<file path="src/vem_defines.svh">
// Offsets, field positions, reset values and coding constants of the mode/VBI register bank.
// Assumes inclusion by bare name from the design modules vem_id_crc and vem_mode_vbi_regs.
`ifndef VEM_DEFINES_SVH
`define VEM_DEFINES_SVH

`define VEM_ADDR_MODE 5'h00
`define VEM_ADDR_LOW 5'h01
`define VEM_ADDR_HIGH 5'h02
`define VEM_RST_MODE 8'h00
`define VEM_RST_LOW 8'h00
`define VEM_RST_HIGH 6'h00

`define VEM_MODE_STD 0
`define VEM_MODE_SUBRST 1
`define VEM_MODE_VID 2
`define VEM_MODE_WIDE 3
`define VEM_MODE_MAS 4
`define VEM_MODE_BARS 5
`define VEM_MODE_BLACK 6
`define VEM_MODE_DAC 7

`define VEM_ADDR_RD_BIT 5
`define VEM_LAST_BIT 3'h7
`define VEM_PIN_RST 3'h6 // Idle pins: select high, clock high, so no false edge

`define VEM_CRC_POLY 6'h03
`define VEM_CRC_PRESET 6'h3F

`endif

</file>
<file path="src/vem_pkg.sv">
// Types shared by the mode/VBI register bank.
// Assumes vem_defines.svh is visible on the include path.
`default_nettype none

package vem_pkg;
  typedef enum logic [1:0] {
    VEM_SER_IDLE = 2'b00,
    VEM_SER_ADDR = 2'b01,
    VEM_SER_DATA = 2'b10,
    VEM_SER_DONE = 2'b11
  } vem_ser_state_t;
endpackage

`default_nettype wire
</file>
<file path="src/vem_id_crc.sv">
// Video-ID word builder: 14 payload bits plus a 6-bit CRC.
// Assumes a synchronous active-low reset on clk_sys.
`include "vem_defines.svh"
`default_nettype none

module vem_id_crc (
  input wire logic clk_sys,
  input wire logic rst_n,
  input wire logic [13:0] idBits,
  output logic [19:0] idWord
);
  logic [5:0] next_crc;

  // Bit 1 enters first; shift register preset to ones
  always_comb begin
    logic fb;
    fb = 1'b0;
    next_crc = `VEM_CRC_PRESET;
    for (int i = 0; i < 14; i++) begin
      fb = idBits[i] ^ next_crc[5];
      next_crc = {next_crc[4:0], 1'b0} ^ ({6{fb}} & `VEM_CRC_POLY);
    end
  end

  // CRC appended as bits 15..20, CRC MSB first
  always_ff @(posedge clk_sys) begin
    if (!rst_n) begin
      idWord <= 20'h00000;
    end else begin
      idWord <= {next_crc[0], next_crc[1], next_crc[2], next_crc[3], next_crc[4], next_crc[5],
                 idBits};
    end
  end
endmodule // vem_id_crc

`default_nettype wire

</file>
<file path="src/vem_mode_vbi_regs.sv">
// Mode and shared VBI payload registers, written over the four-wire serial port.
// Assumes serial pins are asynchronous to clk_sys and SCLK is far slower than clk_sys;
// line23Start is a one-cycle pulse from the line timing on clk_sys.
`include "vem_defines.svh"
`default_nettype none

// Behaviour
// - Mode bit 0: NTSC or PAL
// - Mode bit 1: subcarrier reset
// - Mode bit 4: internal or external timing
// - Colour bars; black burst wins
// - Mode bit 6: black burst enable
// - Shared payload registers, meaning set by mode
// - Register 1 holds ID bits 7..14
// - Register 2 holds ID bits 1..6
// - Device appends 6-bit CRC bits 15..20
// - Widescreen groups mapped over registers 1, 2
// - Register 2 write loads at line 23
// - Payload kept until rewritten
// - CRC X6+X+1, preset all ones
// - Address bit 5 set means read
module vem_mode_vbi_regs (
  input wire logic clk_sys,
  input wire logic rst_n,
  input wire logic csPin_n,
  input wire logic sclk,
  input wire logic sdi,
  input wire logic line23Start,
  output logic sdo,
  output logic sdoEn,
  output logic standardSelect,
  output logic subcarrierPhaseReset,
  output logic videoIdInsert,
  output logic widescreenInsert,
  output logic internalTimingSelect,
  output logic colourBarOut,
  output logic blackBurstOut,
  output logic converterEnable,
  output logic [19:0] idWord,
  output logic [13:0] widescreenWord,
  output logic widescreenLoad
);
  logic [2:0] syncA, syncB, syncC, filt, prevFilt;
  logic sclkRise, sclkFall, csActive;
  vem_pkg::vem_ser_state_t serState;
  logic [2:0] bitCnt;
  logic [7:0] shiftIn, rdShift, wrData;
  logic [4:0] regAddr, wrAddr;
  logic rdFlag, wrStrobe, widePending;
  logic [7:0] encoderMode, payloadLow;
  logic [5:0] payloadHigh;
  logic [13:0] idBits;
  logic [7:0] byteIn;

  // Pins {cs, sclk, sdi}; stages 2 and 3 must agree before a change counts
  always_ff @(posedge clk_sys) begin
    if (!rst_n) begin
      syncA <= `VEM_PIN_RST;
      syncB <= `VEM_PIN_RST;
      syncC <= `VEM_PIN_RST;
      filt <= `VEM_PIN_RST;
      prevFilt <= `VEM_PIN_RST;
    end else begin
      syncA <= {csPin_n, sclk, sdi};
      syncB <= syncA;
      syncC <= syncB;
      filt <= ((syncB ~^ syncC) & syncB) | ((syncB ^ syncC) & filt);
      prevFilt <= filt;
    end
  end

  assign sclkRise = filt[1] & ~prevFilt[1];
  assign sclkFall = ~filt[1] & prevFilt[1];
  assign csActive = ~filt[2];
  assign byteIn = {shiftIn[6:0], filt[0]};

  function automatic logic [7:0] readMux(input logic [4:0] a, input logic [7:0] m,
                                         input logic [7:0] lo, input logic [5:0] hi);
    case (a)
      `VEM_ADDR_MODE: readMux = m;
      `VEM_ADDR_LOW: readMux = lo;
      `VEM_ADDR_HIGH: readMux = {2'h0, hi};
      default: readMux = 8'h00;
    endcase
  endfunction

  // Serial frame: address byte then data byte, MSB first; one address per select
  always_ff @(posedge clk_sys) begin
    if (!rst_n) begin
      serState <= vem_pkg::VEM_SER_IDLE;
      bitCnt <= 3'h0;
      shiftIn <= 8'h00;
      regAddr <= 5'h00;
      rdFlag <= 1'b0;
    end else if (!csActive) begin
      serState <= vem_pkg::VEM_SER_IDLE;
      bitCnt <= 3'h0;
    end else begin
      case (serState)
        vem_pkg::VEM_SER_IDLE: begin
          serState <= vem_pkg::VEM_SER_ADDR;
          bitCnt <= 3'h0;
        end
        vem_pkg::VEM_SER_ADDR: begin
          if (sclkRise) begin
            shiftIn <= byteIn;
            bitCnt <= bitCnt + 3'h1;
            if (bitCnt == `VEM_LAST_BIT) begin
              regAddr <= byteIn[4:0];
              rdFlag <= byteIn[`VEM_ADDR_RD_BIT];
              serState <= vem_pkg::VEM_SER_DATA;
            end
          end
        end
        vem_pkg::VEM_SER_DATA: begin
          if (sclkRise) begin
            shiftIn <= byteIn;
            bitCnt <= bitCnt + 3'h1;
            if (bitCnt == `VEM_LAST_BIT) begin
              serState <= vem_pkg::VEM_SER_DONE;
            end
          end
        end
        // Further clocks ignored until select is released
        vem_pkg::VEM_SER_DONE: serState <= vem_pkg::VEM_SER_DONE;
        default: serState <= vem_pkg::VEM_SER_IDLE;
      endcase
    end
  end

  // Write strobe only for write frames
  always_ff @(posedge clk_sys) begin
    if (!rst_n) begin
      wrStrobe <= 1'b0;
      wrAddr <= 5'h00;
      wrData <= 8'h00;
    end else begin
      wrStrobe <= csActive && serState == vem_pkg::VEM_SER_DATA && sclkRise &&
                  bitCnt == `VEM_LAST_BIT && !rdFlag;
      wrAddr <= regAddr;
      wrData <= byteIn;
    end
  end

  // Read data shifts out on SCLK falling edges
  always_ff @(posedge clk_sys) begin
    if (!rst_n) begin
      rdShift <= 8'h00;
      sdo <= 1'b0;
      sdoEn <= 1'b0;
    end else begin
      sdoEn <= csActive && serState == vem_pkg::VEM_SER_DATA && rdFlag;
      if (csActive && serState == vem_pkg::VEM_SER_ADDR && sclkRise &&
          bitCnt == `VEM_LAST_BIT) begin
        rdShift <= readMux(byteIn[4:0], encoderMode, payloadLow, payloadHigh);
      end else if (csActive && serState == vem_pkg::VEM_SER_DATA && rdFlag && sclkFall) begin
        sdo <= rdShift[7];
        rdShift <= {rdShift[6:0], 1'b0};
      end
    end
  end

  // Register file; reserved high bits of register 2 are not stored
  always_ff @(posedge clk_sys) begin
    if (!rst_n) begin
      encoderMode <= `VEM_RST_MODE;
      payloadLow <= `VEM_RST_LOW;
      payloadHigh <= `VEM_RST_HIGH;
    end else if (wrStrobe) begin
      case (wrAddr)
        `VEM_ADDR_MODE: encoderMode <= wrData;
        `VEM_ADDR_LOW: payloadLow <= wrData;
        `VEM_ADDR_HIGH: payloadHigh <= wrData[5:0];
        default: encoderMode <= encoderMode;
      endcase
    end
  end

  // Mode decode
  always_ff @(posedge clk_sys) begin
    if (!rst_n) begin
      standardSelect <= 1'b0;
      subcarrierPhaseReset <= 1'b0;
      videoIdInsert <= 1'b0;
      widescreenInsert <= 1'b0;
      internalTimingSelect <= 1'b0;
      colourBarOut <= 1'b0;
      blackBurstOut <= 1'b0;
      converterEnable <= 1'b0;
    end else begin
      standardSelect <= encoderMode[`VEM_MODE_STD];
      subcarrierPhaseReset <= encoderMode[`VEM_MODE_SUBRST];
      videoIdInsert <= encoderMode[`VEM_MODE_VID] & ~encoderMode[`VEM_MODE_STD];
      widescreenInsert <= encoderMode[`VEM_MODE_WIDE] & encoderMode[`VEM_MODE_STD];
      internalTimingSelect <= encoderMode[`VEM_MODE_MAS];
      colourBarOut <= encoderMode[`VEM_MODE_BARS] & ~encoderMode[`VEM_MODE_BLACK];
      blackBurstOut <= encoderMode[`VEM_MODE_BLACK];
      converterEnable <= encoderMode[`VEM_MODE_DAC];
    end
  end

  // ID bit k sits at idBits[k-1]
  always_comb begin
    idBits = 14'h0000;
    for (int i = 0; i < 8; i++) begin
      idBits[6 + i] = payloadLow[7 - i];
    end
    for (int i = 0; i < 6; i++) begin
      idBits[i] = payloadHigh[5 - i];
    end
  end

  vem_id_crc vem_id_crc_i (
    .clk_sys(clk_sys),
    .rst_n(rst_n),
    .idBits(idBits),
    .idWord(idWord)
  );

  // Register 2 write arms the update; a write racing line 23 waits a frame
  always_ff @(posedge clk_sys) begin
    if (!rst_n) begin
      widePending <= 1'b0;
      widescreenWord <= 14'h0000;
      widescreenLoad <= 1'b0;
    end else begin
      widePending <= (wrStrobe && wrAddr == `VEM_ADDR_HIGH) ||
                     (widePending && !line23Start);
      widescreenLoad <= widePending && line23Start;
      if (widePending && line23Start) begin
        widescreenWord <= {payloadHigh, payloadLow};
      end
    end
  end
endmodule // vem_mode_vbi_regs

`default_nettype wire

</file>
<file path="config.mk">
export PLATFORM = sky130hd
export DESIGN_NAME = vem_mode_vbi_regs
export DESIGN_NICKNAME = d
export VERILOG_FILES = /design/src/vem_pkg.sv /design/src/vem_id_crc.sv /design/src/vem_mode_vbi_regs.sv
export VERILOG_INCLUDE_DIRS = /design/src
export SDC_FILE = /design/constraint.sdc
export NUM_CORES = 1
export LEC_CHECK = 0
export BUFFER_PORTS_ARGS = -buffer_cell sky130_fd_sc_hd__buf_2
export CAP_MARGIN = 20
export CORE_MARGIN = 3
export CORE_UTILIZATION = 48
export CTS_CLUSTER_SIZE = 28
export DETAILED_ROUTE_END_ITERATION = 12
export PLACE_DENSITY = 0.76
export SLEW_MARGIN = 20
export SYNTH_ARGS = -nofsm -noshare
export SYNTH_HDL_FRONTEND = slang
export SYNTH_SLANG_ARGS = --single-unit
</file>
<file path="constraint.sdc">
create_clock -name clk_sys -period 2.9 [get_ports clk_sys]
set_clock_uncertainty 0.1 [all_clocks]
set_input_delay 0.145 -clock clk_sys [delete_from_list [all_inputs] [get_ports clk_sys]]
set_output_delay 0.145 -clock clk_sys [all_outputs]
set_load 0.03 [all_outputs]
</file>
======== Word-level counts from Yosys, hierarchy flattened ========
Index checks and enable logic that the tools add are counted.
word-level totals
  flip-flop bits (word level) ............. 122
  bits of input ports ..................... 6
  output and inout bits ................... 45
  word-level logic and storage cells ...... 130
cells by class
  add/subtract/negate cells ............... 1
  eq/ne operators ......................... 13
  multiplexer cells ....................... 10
  bitwise operators ....................... 45
  reductions and logical operators ........ 30
operators by type and width
  cell                                                                    number
  6-bit by 2-bit bitwise XOR with 6-bit output                            13
  8-bit case mux with 3 select lines                                      1
  8-bit two-way mux                                                       2
  1-bit bitwise XOR                                                       13
  1-bit logical AND                                                       12
  5-bit by 1-bit equality test with 1-bit output (second input constant)  2
  5-bit by 2-bit equality test with 1-bit output (second input constant)  2
  5-bit zero test                                                         2
  2-bit AND reduction                                                     5
  2-bit two-way mux                                                       4
  2-bit inequality test (second input constant)                           4
  1-bit NOT                                                               8
  2-bit case mux with 4 select lines                                      1
  4-bit AND reduction                                                     2
  3-bit bitwise AND                                                       2
  3-bit case mux with 2 select lines                                      1
  1-bit bitwise AND                                                       5
  1-bit NOT with 5-bit output                                             1
  2-bit equality test (second input constant)                             2
  2-bit nonzero test                                                      2
  2-bit OR reduction                                                      2
  3-bit by 1-bit adder with 3-bit output (second input constant)          1
  3-bit equality test (second input constant)                             1
  3-bit two-way mux                                                       1
  9 further kinds                                                         10

======== Logic depth before layout (Yosys ltp) ========
Gate-level depths: netlist of the first run.
  depth in word-level cells ............... 28
  gate-level depth with buffers ........... 8
  mapped depth without buffers ............ 6

======== Modules after synthesis ========
From an unflattened synthesis of the first run, not the netlist that was laid out.
unflattened totals
  cell total of the unflattened synthesis .. 451
  area, all modules ....................... 4,425.5 µm²
by module, submodules not included
  module             times used  cells each  area each (µm²)  sequential area each (µm²)
  vem_mode_vbi_regs  1           385         3,688.5          2,021.9
  vem_id_crc         1           66          737.0            400.4

======== Worst setup path after synthesis of the first run ========
Ideal clock, no wire load.
  kind .................................... register to register
  start point ............................. register bitCnt[0]
  end point ............................... register rdShift[5]
  library setup time ...................... 0.131 ns
  arrival ................................. 1.575 ns
  data required time ...................... 2.669 ns
  setup slack ............................. 1.094 ns
  stages on the path, launching flop included .. 9
  path buffers ............................ 2
  period minus slack after synthesis ...... 1.806 ns
  cell sequence ........................... dfxtp_1 -> ha_1 -> ha_1 -> nand3b_4 -> or3b_1 -> buf_2 -> buf_6 -> a31oi_4 -> o22ai_1
on the way
  word-level cells in the longest chain between the ends .. 3
  elaborated cells on any way between the ends .. 4
  classes of those cells .................. eq/ne: 1; mux: 1; reduce/logical: 2
RTL lines
  item                                                            RTL line                  RTL
  start: declaration                                              vem_mode_vbi_regs.sv:46   logic [2:0] bitCnt;
  start signal: assignment                                        vem_mode_vbi_regs.sv:107  bitCnt <= bitCnt + 3'h1;
  start signal: assignment                                        vem_mode_vbi_regs.sv:118  bitCnt <= bitCnt + 3'h1;
  3-bit equality test (no source line) (*)                        n/a
  1-bit logical AND (no source line) (*)                          n/a
  8-bit two-way mux / 2-bit nonzero test (equally long branches)  n/a
  end signal: assignment                                          vem_mode_vbi_regs.sv:155  rdShift <= readMux(byteIn[4:0], encoderMode, payloadLow, payloadHigh);
  end signal: assignment                                          vem_mode_vbi_regs.sv:158  rdShift <= {rdShift[6:0], 1'b0};
  end: declaration                                                vem_mode_vbi_regs.sv:47   logic [7:0] shiftIn, rdShift, wrData;
Every way passes the cells marked *; elsewhere a longest branch is shown, timed or not.
A chain may end at the register's enable or synchronous reset.

======== Final worst setup path of the first run ========
  start point ............................. register bitCnt[0]
  end point ............................... register rdShift[3]
Same word-level chain as after synthesis.

==> results of run 1 <==
==> final cells by class <==
type | instances | area share
flip-flops and latches | 121 | 0.450
multi-input cells | 301 | 0.348
clock buffers | 17 | 0.0769
repair buffers | 58 | 0.0599
clock inverters | 14 | 0.0367
well taps | 108 | 0.0251
inverters | 5 | 0.00348
==> power groups by stage <==
stage | Combinational (uW) | Clock, uW | Sequential, uW
after global placement | 46.3 | 0 | 1710
after CTS | 53.3 | 2180 | 1680
final | 52.9 | 2140 | 1680
after detailed placement | 47.4 | 0 | 1710
after floorplan | 32.2 | 0 | 1710
after global routing | 58.5 | 2250 | 1680
==> routing by layer <==
layer | up-vias | wire, um
li1 | 1614 | -
met2 | 82 | 4380
met5 | - | 0
met3 | 12 | 414
met4 | 0 | 151
met1 | 1523 | 4140
==> cells in the final DEF (no fill, tap or decap), drive strengths merged, types with 2 or more instances in the layout <==
master       count
a211o            2
a21oi           43
a31oi            5
a32oi            2
and2            38
and3             6
buf             53
bufinv           4
clkbuf          17
clkinv           6
clkinvlp         2
dfxtp          121
dlygate4sd3      5
ha               9
inv              7
mux2             2
mux2i           28
nand2           55
nand2b          11
nand3            7
nand3b           4
nor2            39
nor3             3
nor3b            3
nor4             2
o21ai            8
o22ai            5
xnor2           17
xor2             4
==> through the flow <==
stage,setup WS [ns],utilization
global route,0.734,0.609
CTS,0.857,0.609
finish,0.852,0.609
global placement,0.974,0.534
detailed placement,0.869,0.534
floorplan,1.09,-
==> kinds of logic after synthesis <==
kind of cell,after synthesis,share of synthesized area
flip-flops,121,0.548
adder cells (fa/ha/maj),9,0.0255
AND/OR/NAND/NOR,174,0.202
buffers and inverters,29,0.0275
XOR/XNOR,21,0.0416
multiplexers,30,0.0685
AO/OA/AOI/OAI,67,0.0869
==> worst register-to-register path, cell delays in order, from the launching register on <==
cell      delay, ns
dfxtp_1        0.35
ha_1           0.15
ha_1           0.19
nand3b_4       0.12
or3b_1         0.62
a31oi_1        0.28
o22ai_1        0.10
==> flip-flops by register name (all words and copies together) (netlist names), 3 cells and up <==
signal and flops:
syncB 3, wrAddr 5, filt 3, wrData 7, encoderMode 8, payloadHigh 6, vem_id_crc_i.idWord 20, rdShift 8
syncC 3, payloadLow 8, shiftIn 7, regAddr 5, widescreenWord 14, bitCnt 3, syncA 3
==> repair_timing <==
action,in CTS,in global routing
buffers inserted,0,0
hold endpoints to repair,24,0
hold buffers,5,0
==> worst max-delay path by stage <==
stage / start / end / slack (ns) / cells after the start
4_1_cts: bitCnt[0]$_SDFFE_PP0P_ / rdShift[3]$_SDFFE_PN0P_ / 0.86 / 6
6_report: bitCnt[0]$_SDFFE_PP0P_ / rdShift[3]$_SDFFE_PN0P_ / 0.85 / 6
5_1_grt: serState[0]$_SDFFE_PP0P_ / shiftIn[2]$_SDFFE_PN0P_ / 0.73 / 6
2_1_floorplan: bitCnt[0]$_SDFFE_PP0P_ / rdShift[5]$_SDFFE_PN0P_ / 1.09 / 8
3_3_place_gp: bitCnt[0]$_SDFFE_PP0P_ / rdShift[3]$_SDFFE_PN0P_ / 0.97 / 6
3_5_place_dp: bitCnt[0]$_SDFFE_PP0P_ / rdShift[3]$_SDFFE_PN0P_ / 0.87 / 6
==> results.sh, run 1 <==
export IMPL_reg2reg_depth=6
export IMPL_total_power_uw=3870
export IMPL_synth_warnings=0
export IMPL_ios=51
export IMPL_hold_ws_ns=0.265
export IMPL_crit_chain="ha_1, ha_1, nand3b_4, or3b_1, a31oi_1, o22ai_1"
export IMPL_whs_endpoint="syncA[2]$_SDFF_PN1_"
export IMPL_wl_um=9090
export IMPL_cp_arrival_ns=2.32
export IMPL_multi_input_area_um2=1880
export IMPL_cts_buffer_depth=2
export IMPL_die_area_um2=10400
export IMPL_cts_tree="done"
export IMPL_seq_power_share=0.433
export IMPL_synth_top_area_share=0.548
export IMPL_maxSlewViolCount=0
export IMPL_grt_pass1_wl_um=14800
export IMPL_end_kind="register"
export IMPL_hold_viol=0
export IMPL_htree_levels=4
export IMPL_r2r_start="bitCnt[0]$_SDFFE_PP0P_"
export IMPL_power_density_nw_per_um2=719
export IMPL_netlist_top_cells_area="dfxtp_1, mux2i_1, and2_1"
export IMPL_clkPwrFrac=0.553
export IMPL_synth_edf_count=0
export IMPL_num_rows=34
export IMPL_regArea_um2=2420
export IMPL_swShare=0.204
export IMPL_antenna_found_initial=0
export IMPL_gr_usage_met1=0.211
export IMPL_p_comb_frac=0.014
export IMPL_insertion_delay_ns=0.51
export IMPL_cp_slowest_cell="or3b_1"
export IMPL_ys_flop_type="dfxtp_1"
export IMPL_cap_violations=0
export IMPL_rsz0062_at_grt="no"
export IMPL_fin_area_um2=5390
export IMPL_cts_resized=0
export IMPL_required_ns=3.17
export IMPL_n_antenna_cell=0
export IMPL_path_delay_family="simple AND/OR/NAND/NOR gates"
export IMPL_drt_pre_antenna_iters=5
export IMPL_syn_num_nets=466
export IMPL_fillers=717
export IMPL_numPortBuffers=50
export IMPL_p_sw_uw=788
export IMPL_grt_usage=0.183
export IMPL_min_delay_start="csPin_n"
export IMPL_grt_pass1_vias=3125
export IMPL_drive_above_1_share=0.176
export IMPL_initial_core_util=0.500
export IMPL_placed_cell_area_um2=4730
export IMPL_globalplace_congestion=0.856
export IMPL_synth_cells=451
export IMPL_postSynth_asyncResetShare=0
export IMPL_cts_root_buf="clkbuf_8"
export IMPL_yosysSeqAreaShare=0.548
export IMPL_setup_viol=0
export IMPL_finalCritPeriodShare=0.706
export IMPL_clkTransAtPathRegs_ns=0.06
export IMPL_syn_area_per_cell_um2=9.80
export IMPL_ys_top_cells_by_count="dfxtp_1, nand2_1, a21oi_1"
export IMPL_drcViolationCount=0
export IMPL_run_status="complete, no violations"
export IMPL_die_h_um=102
export IMPL_hp_class="primary input to register"
export IMPL_r2r_setup_slack_ns=0.85
export IMPL_critical_path_max_stage_delay_ns=0.61
export IMPL_drt_iter0_drc=181
export IMPL_clkSinkCount=121
export IMPL_use_met3=0.0560
export IMPL_busiest_layer="met2"
export IMPL_slew_headroom=0.560
export IMPL_period_needed_ns=2.05
export IMPL_grtUsageMet2=0.316
export IMPL_vias_per_cell=5.18
export IMPL_crit_path_max_fanout=14
export IMPL_ant_nets=0
export IMPL_clock_fmax_ghz=0.488
export IMPL_place_hpwl_um=5840
export IMPL_cts_buffers=17
export IMPL_setup_tns_ns=0
export IMPL_die_w_um=102
export IMPL_rr_endpoint="rdShift[3]$_SDFFE_PN0P_"
export IMPL_whs_path_depth=3
export IMPL_grt_overflow_total=0
export IMPL_syn2layout_area_growth_pct=21.9
export IMPL_start_kind="register"
export IMPL_core_area_um2=8850
export IMPL_tightest_slew_ns=0.659
export IMPL_synthDistinctLibCells=39
export IMPL_grt_max_degree=49
export IMPL_placed_cells=588
export IMPL_ir_worst_vdd_v=0.000416
export IMPL_crit_type="register to register"
export IMPL_p_int_uw=3080
export IMPL_synth_seq_cells=121
export IMPL_num_vias=3231
export IMPL_routedWlPerCell_um=14.6
export IMPL_cellLeakagePower_uw=0.00227
export IMPL_critPathBufInv=0
export IMPL_syn_area_um2=4420
export IMPL_synth_most_common_cell="dfxtp_1"
export IMPL_nets=519
export IMPL_layout_cells_non_filler=624
export IMPL_yosys_area_top_type="dfxtp_1"
export IMPL_worst_path_most_repeated_cell="ha_1"
Note: power is estimated with default switching activity, not from simulation.
==> run 2, diff against run 1 <==
ABC_AREA = 1   (was default)
PLACE_DENSITY = 0.78   (was 0.76)
clock period = 1.78 ns   (was 2.9 ns; I/O delays follow)
==> run 2 against run 1 <==
Global-route usage up 3.2 points. Die area up 2.9%. Non-clock buffer count up 10. Critical path type unchanged.
==> results.sh, run 2 <==
export IMPL_drt_pre_antenna_iters=6
export IMPL_crit_path_max_fanout=7
export IMPL_whs_path_depth=3
export IMPL_synth_top_area_share=0.532
export IMPL_syn_area_um2=4560
export IMPL_ios=51
export IMPL_drcViolationCount=0
export IMPL_clock_fmax_ghz=0.616
export IMPL_yosysSeqAreaShare=0.532
export IMPL_critPathBufInv=4
export IMPL_clkTransAtPathRegs_ns=0.06
export IMPL_end_kind="register"
export IMPL_grt_pass1_wl_um=17500
export IMPL_globalplace_congestion=0.979
export IMPL_critical_path_max_stage_delay_ns=0.36
export IMPL_num_vias=4010
export IMPL_crit_type="register to register"
export IMPL_num_rows=34
export IMPL_crit_start="serState[0]$_SDFFE_PP0P_"
export IMPL_maxSlewViolCount=0
export IMPL_period_needed_ns=1.62
export IMPL_syn_area_per_cell_um2=7.87
export IMPL_n_antenna_cell=0
export IMPL_cp_arrival_ns=1.97
export IMPL_nets=662
export IMPL_final_common_cell="dfxtp_1"
export IMPL_netlist_top_cells_area="dfxtp_1, nand2_1, inv_1"
export IMPL_cts_buffer_depth=2
export IMPL_postSynth_asyncResetShare=0
export IMPL_regArea_um2=2420
export IMPL_largest_register_ffs=20
export IMPL_min_delay_start="rst_n"
export IMPL_rr_endpoint="shiftIn[5]$_SDFFE_PN0P_"
export IMPL_syn_num_nets=594
export IMPL_cellLeakagePower_uw=0.00287
export IMPL_setup_viol=0
export IMPL_grt_pass1_vias=3689
export IMPL_ys_flop_type="dfxtp_1"
export IMPL_cap_violations=0
export IMPL_htree_levels=4
export IMPL_grt_max_degree=62
export IMPL_finalCritPeriodShare=0.912
export IMPL_multi_input_area_um2=1760
export IMPL_busiest_layer="met2"
export IMPL_synth_seq_cells=121
export IMPL_cts_tree="done"
export IMPL_grt_overflow_total=0
export IMPL_crit_chain="inv_1, ha_1, inv_1, nor2_2, inv_1, nor2_1, inv_2, a21oi_1"
export IMPL_die_area_um2=10700
export IMPL_ant_nets=0
export IMPL_use_met3=0.0590
export IMPL_cts_buffers=17
export IMPL_grtUsageMet2=0.363
export IMPL_total_power_uw=6140
export IMPL_core_area_um2=8980
export IMPL_die_w_um=103
export IMPL_die_h_um=103
export IMPL_worst_path_most_repeated_cell="inv_1"
export IMPL_vias_per_cell=5.10
export IMPL_cp_depth=8
export IMPL_hold_ws_ns=0.287
export IMPL_grt_usage=0.215
export IMPL_r2r_setup_slack_ns=0.16
export IMPL_antenna_found_initial=0
export IMPL_start_kind="register"
export IMPL_cp_slowest_cell="dfxtp_1"
export IMPL_synth_cells=579
export IMPL_tightest_slew_ns=0.398
export IMPL_yosys_area_top_type="dfxtp_1"
export IMPL_whs_endpoint="filt[1]$_SDFF_PN1_"
export IMPL_synth_most_common_cell="dfxtp_1"
export IMPL_path_delay_family="flip-flops"
export IMPL_r2r_start="serState[0]$_SDFFE_PP0P_"
export IMPL_syn2layout_area_growth_pct=23.8
export IMPL_clkSinkCount=121
export IMPL_hold_viol=0
export IMPL_wl_um=10900
export IMPL_postLayoutCoreUtil=0.629
export IMPL_numPortBuffers=50
export IMPL_reg_largest_list="vem_id_crc_i.idWord (20), widescreenWord (14)"
export IMPL_fin_ws_ns=0.157
export IMPL_drt_iter0_drc=281
export IMPL_fillers=749
export IMPL_insertion_delay_ns=0.51
export IMPL_cts_root_buf="clkbuf_8"
export IMPL_synth_edf_count=0
export IMPL_synth_warnings=0
export IMPL_reg2reg_depth=8
export IMPL_power_density_nw_per_um2=1090
export IMPL_gr_usage_met1=0.246
export IMPL_initial_core_util=0.508
export IMPL_max_flop_register="vem_id_crc_i.idWord"
export IMPL_ir_worst_vdd_v=0.000547
export IMPL_place_ws_ns=0.0679
export IMPL_routedWlPerCell_um=13.9
export IMPL_place_hpwl_um=7500
export IMPL_most_common_layout_cells="dfxtp_1, nand2_1, inv_1, nor2_1"
export IMPL_synthDistinctLibCells=29
export IMPL_hp_class="primary input to register"
export IMPL_ys_top_cells_by_count="dfxtp_1, nand2_1, inv_1"
export IMPL_run_status="complete, no violations"
export IMPL_slew_headroom=0.732
export IMPL_drive_above_1_share=0.168
export IMPL_required_ns=2.12
## run 2: cells by family after synthesis
kind of cell	after synthesis	synth area share
XOR/XNOR	5	0.00961
AND/OR/NAND/NOR	241	0.231
flip-flops	121	0.532
adder cells (fa/ha/maj)	9	0.0247
AO/OA/AOI/OAI	103	0.118
buffers and inverters	100	0.0851
## run 2: per-stage QoR
stage | cell area, um2 | TNS [ns] | std cells
6_report | 5640 | 0 | 786
5_1_grt | 5640 | -0.000358 | 786
4_1_cts | 5620 | 0 | 785
3_5_place_dp | 4960 | 0 | 745
3_3_place_gp | 4960 | 0 | 745
2_1_floorplan | 4560 | 0 | 579
## run 2: how the worst max path moves through the flow
stage / to / slack [ns]
final: shiftIn[5]$_SDFFE_PN0P_ / 0.16
after CTS: rdShift[1]$_SDFFE_PN0P_ / 0.02
after floorplan: rdShift[4]$_SDFFE_PN0P_ / 0.23
after detailed placement: rdShift[6]$_SDFFE_PN0P_ / 0.07
after global placement: rdShift[7]$_SDFFE_PN0P_ / 0.17
after global routing: shiftIn[1]$_SDFFE_PN0P_ / -0.0004
## run 2: cell type report
type,instances,area share
flip-flops and latches,121,0.429
multi-input cells,358,0.313
clock buffers,19,0.0747
repair buffers,68,0.0741
inverters,81,0.0539
well taps,126,0.0279
clock inverters,13,0.0273
## run 2: power breakdown
group	internal [uW]	switching [uW]
logic	41.8	65.4
registers	2720	6.55
clock network	2120	1190
total	4880	1260
## run 2: worst reg2reg max path, stage by stage (launching register included)
cell and delay (ns):
dfxtp_1 0.36, inv_1 0.09, ha_1 0.28, inv_1 0.06, nor2_2 0.16, inv_1 0.07
nor2_1 0.19, inv_2 0.11, a21oi_1 0.14
## run 2: repair_timing
action | CTS | global route
hold buffers | 8 | 0
endpoints found under the setup margin | 0 | 17
setup buffers | 0 | 1
hold endpoints to repair | 29 | 0
resized for setup | 0 | 5
## run 2: metal layers
metal	up-vias	part of all wire
li1	1985	-
met1	1856	0.41
met2	141	0.50
met3	28	0.057
met4	0	0.032
met5	-	0
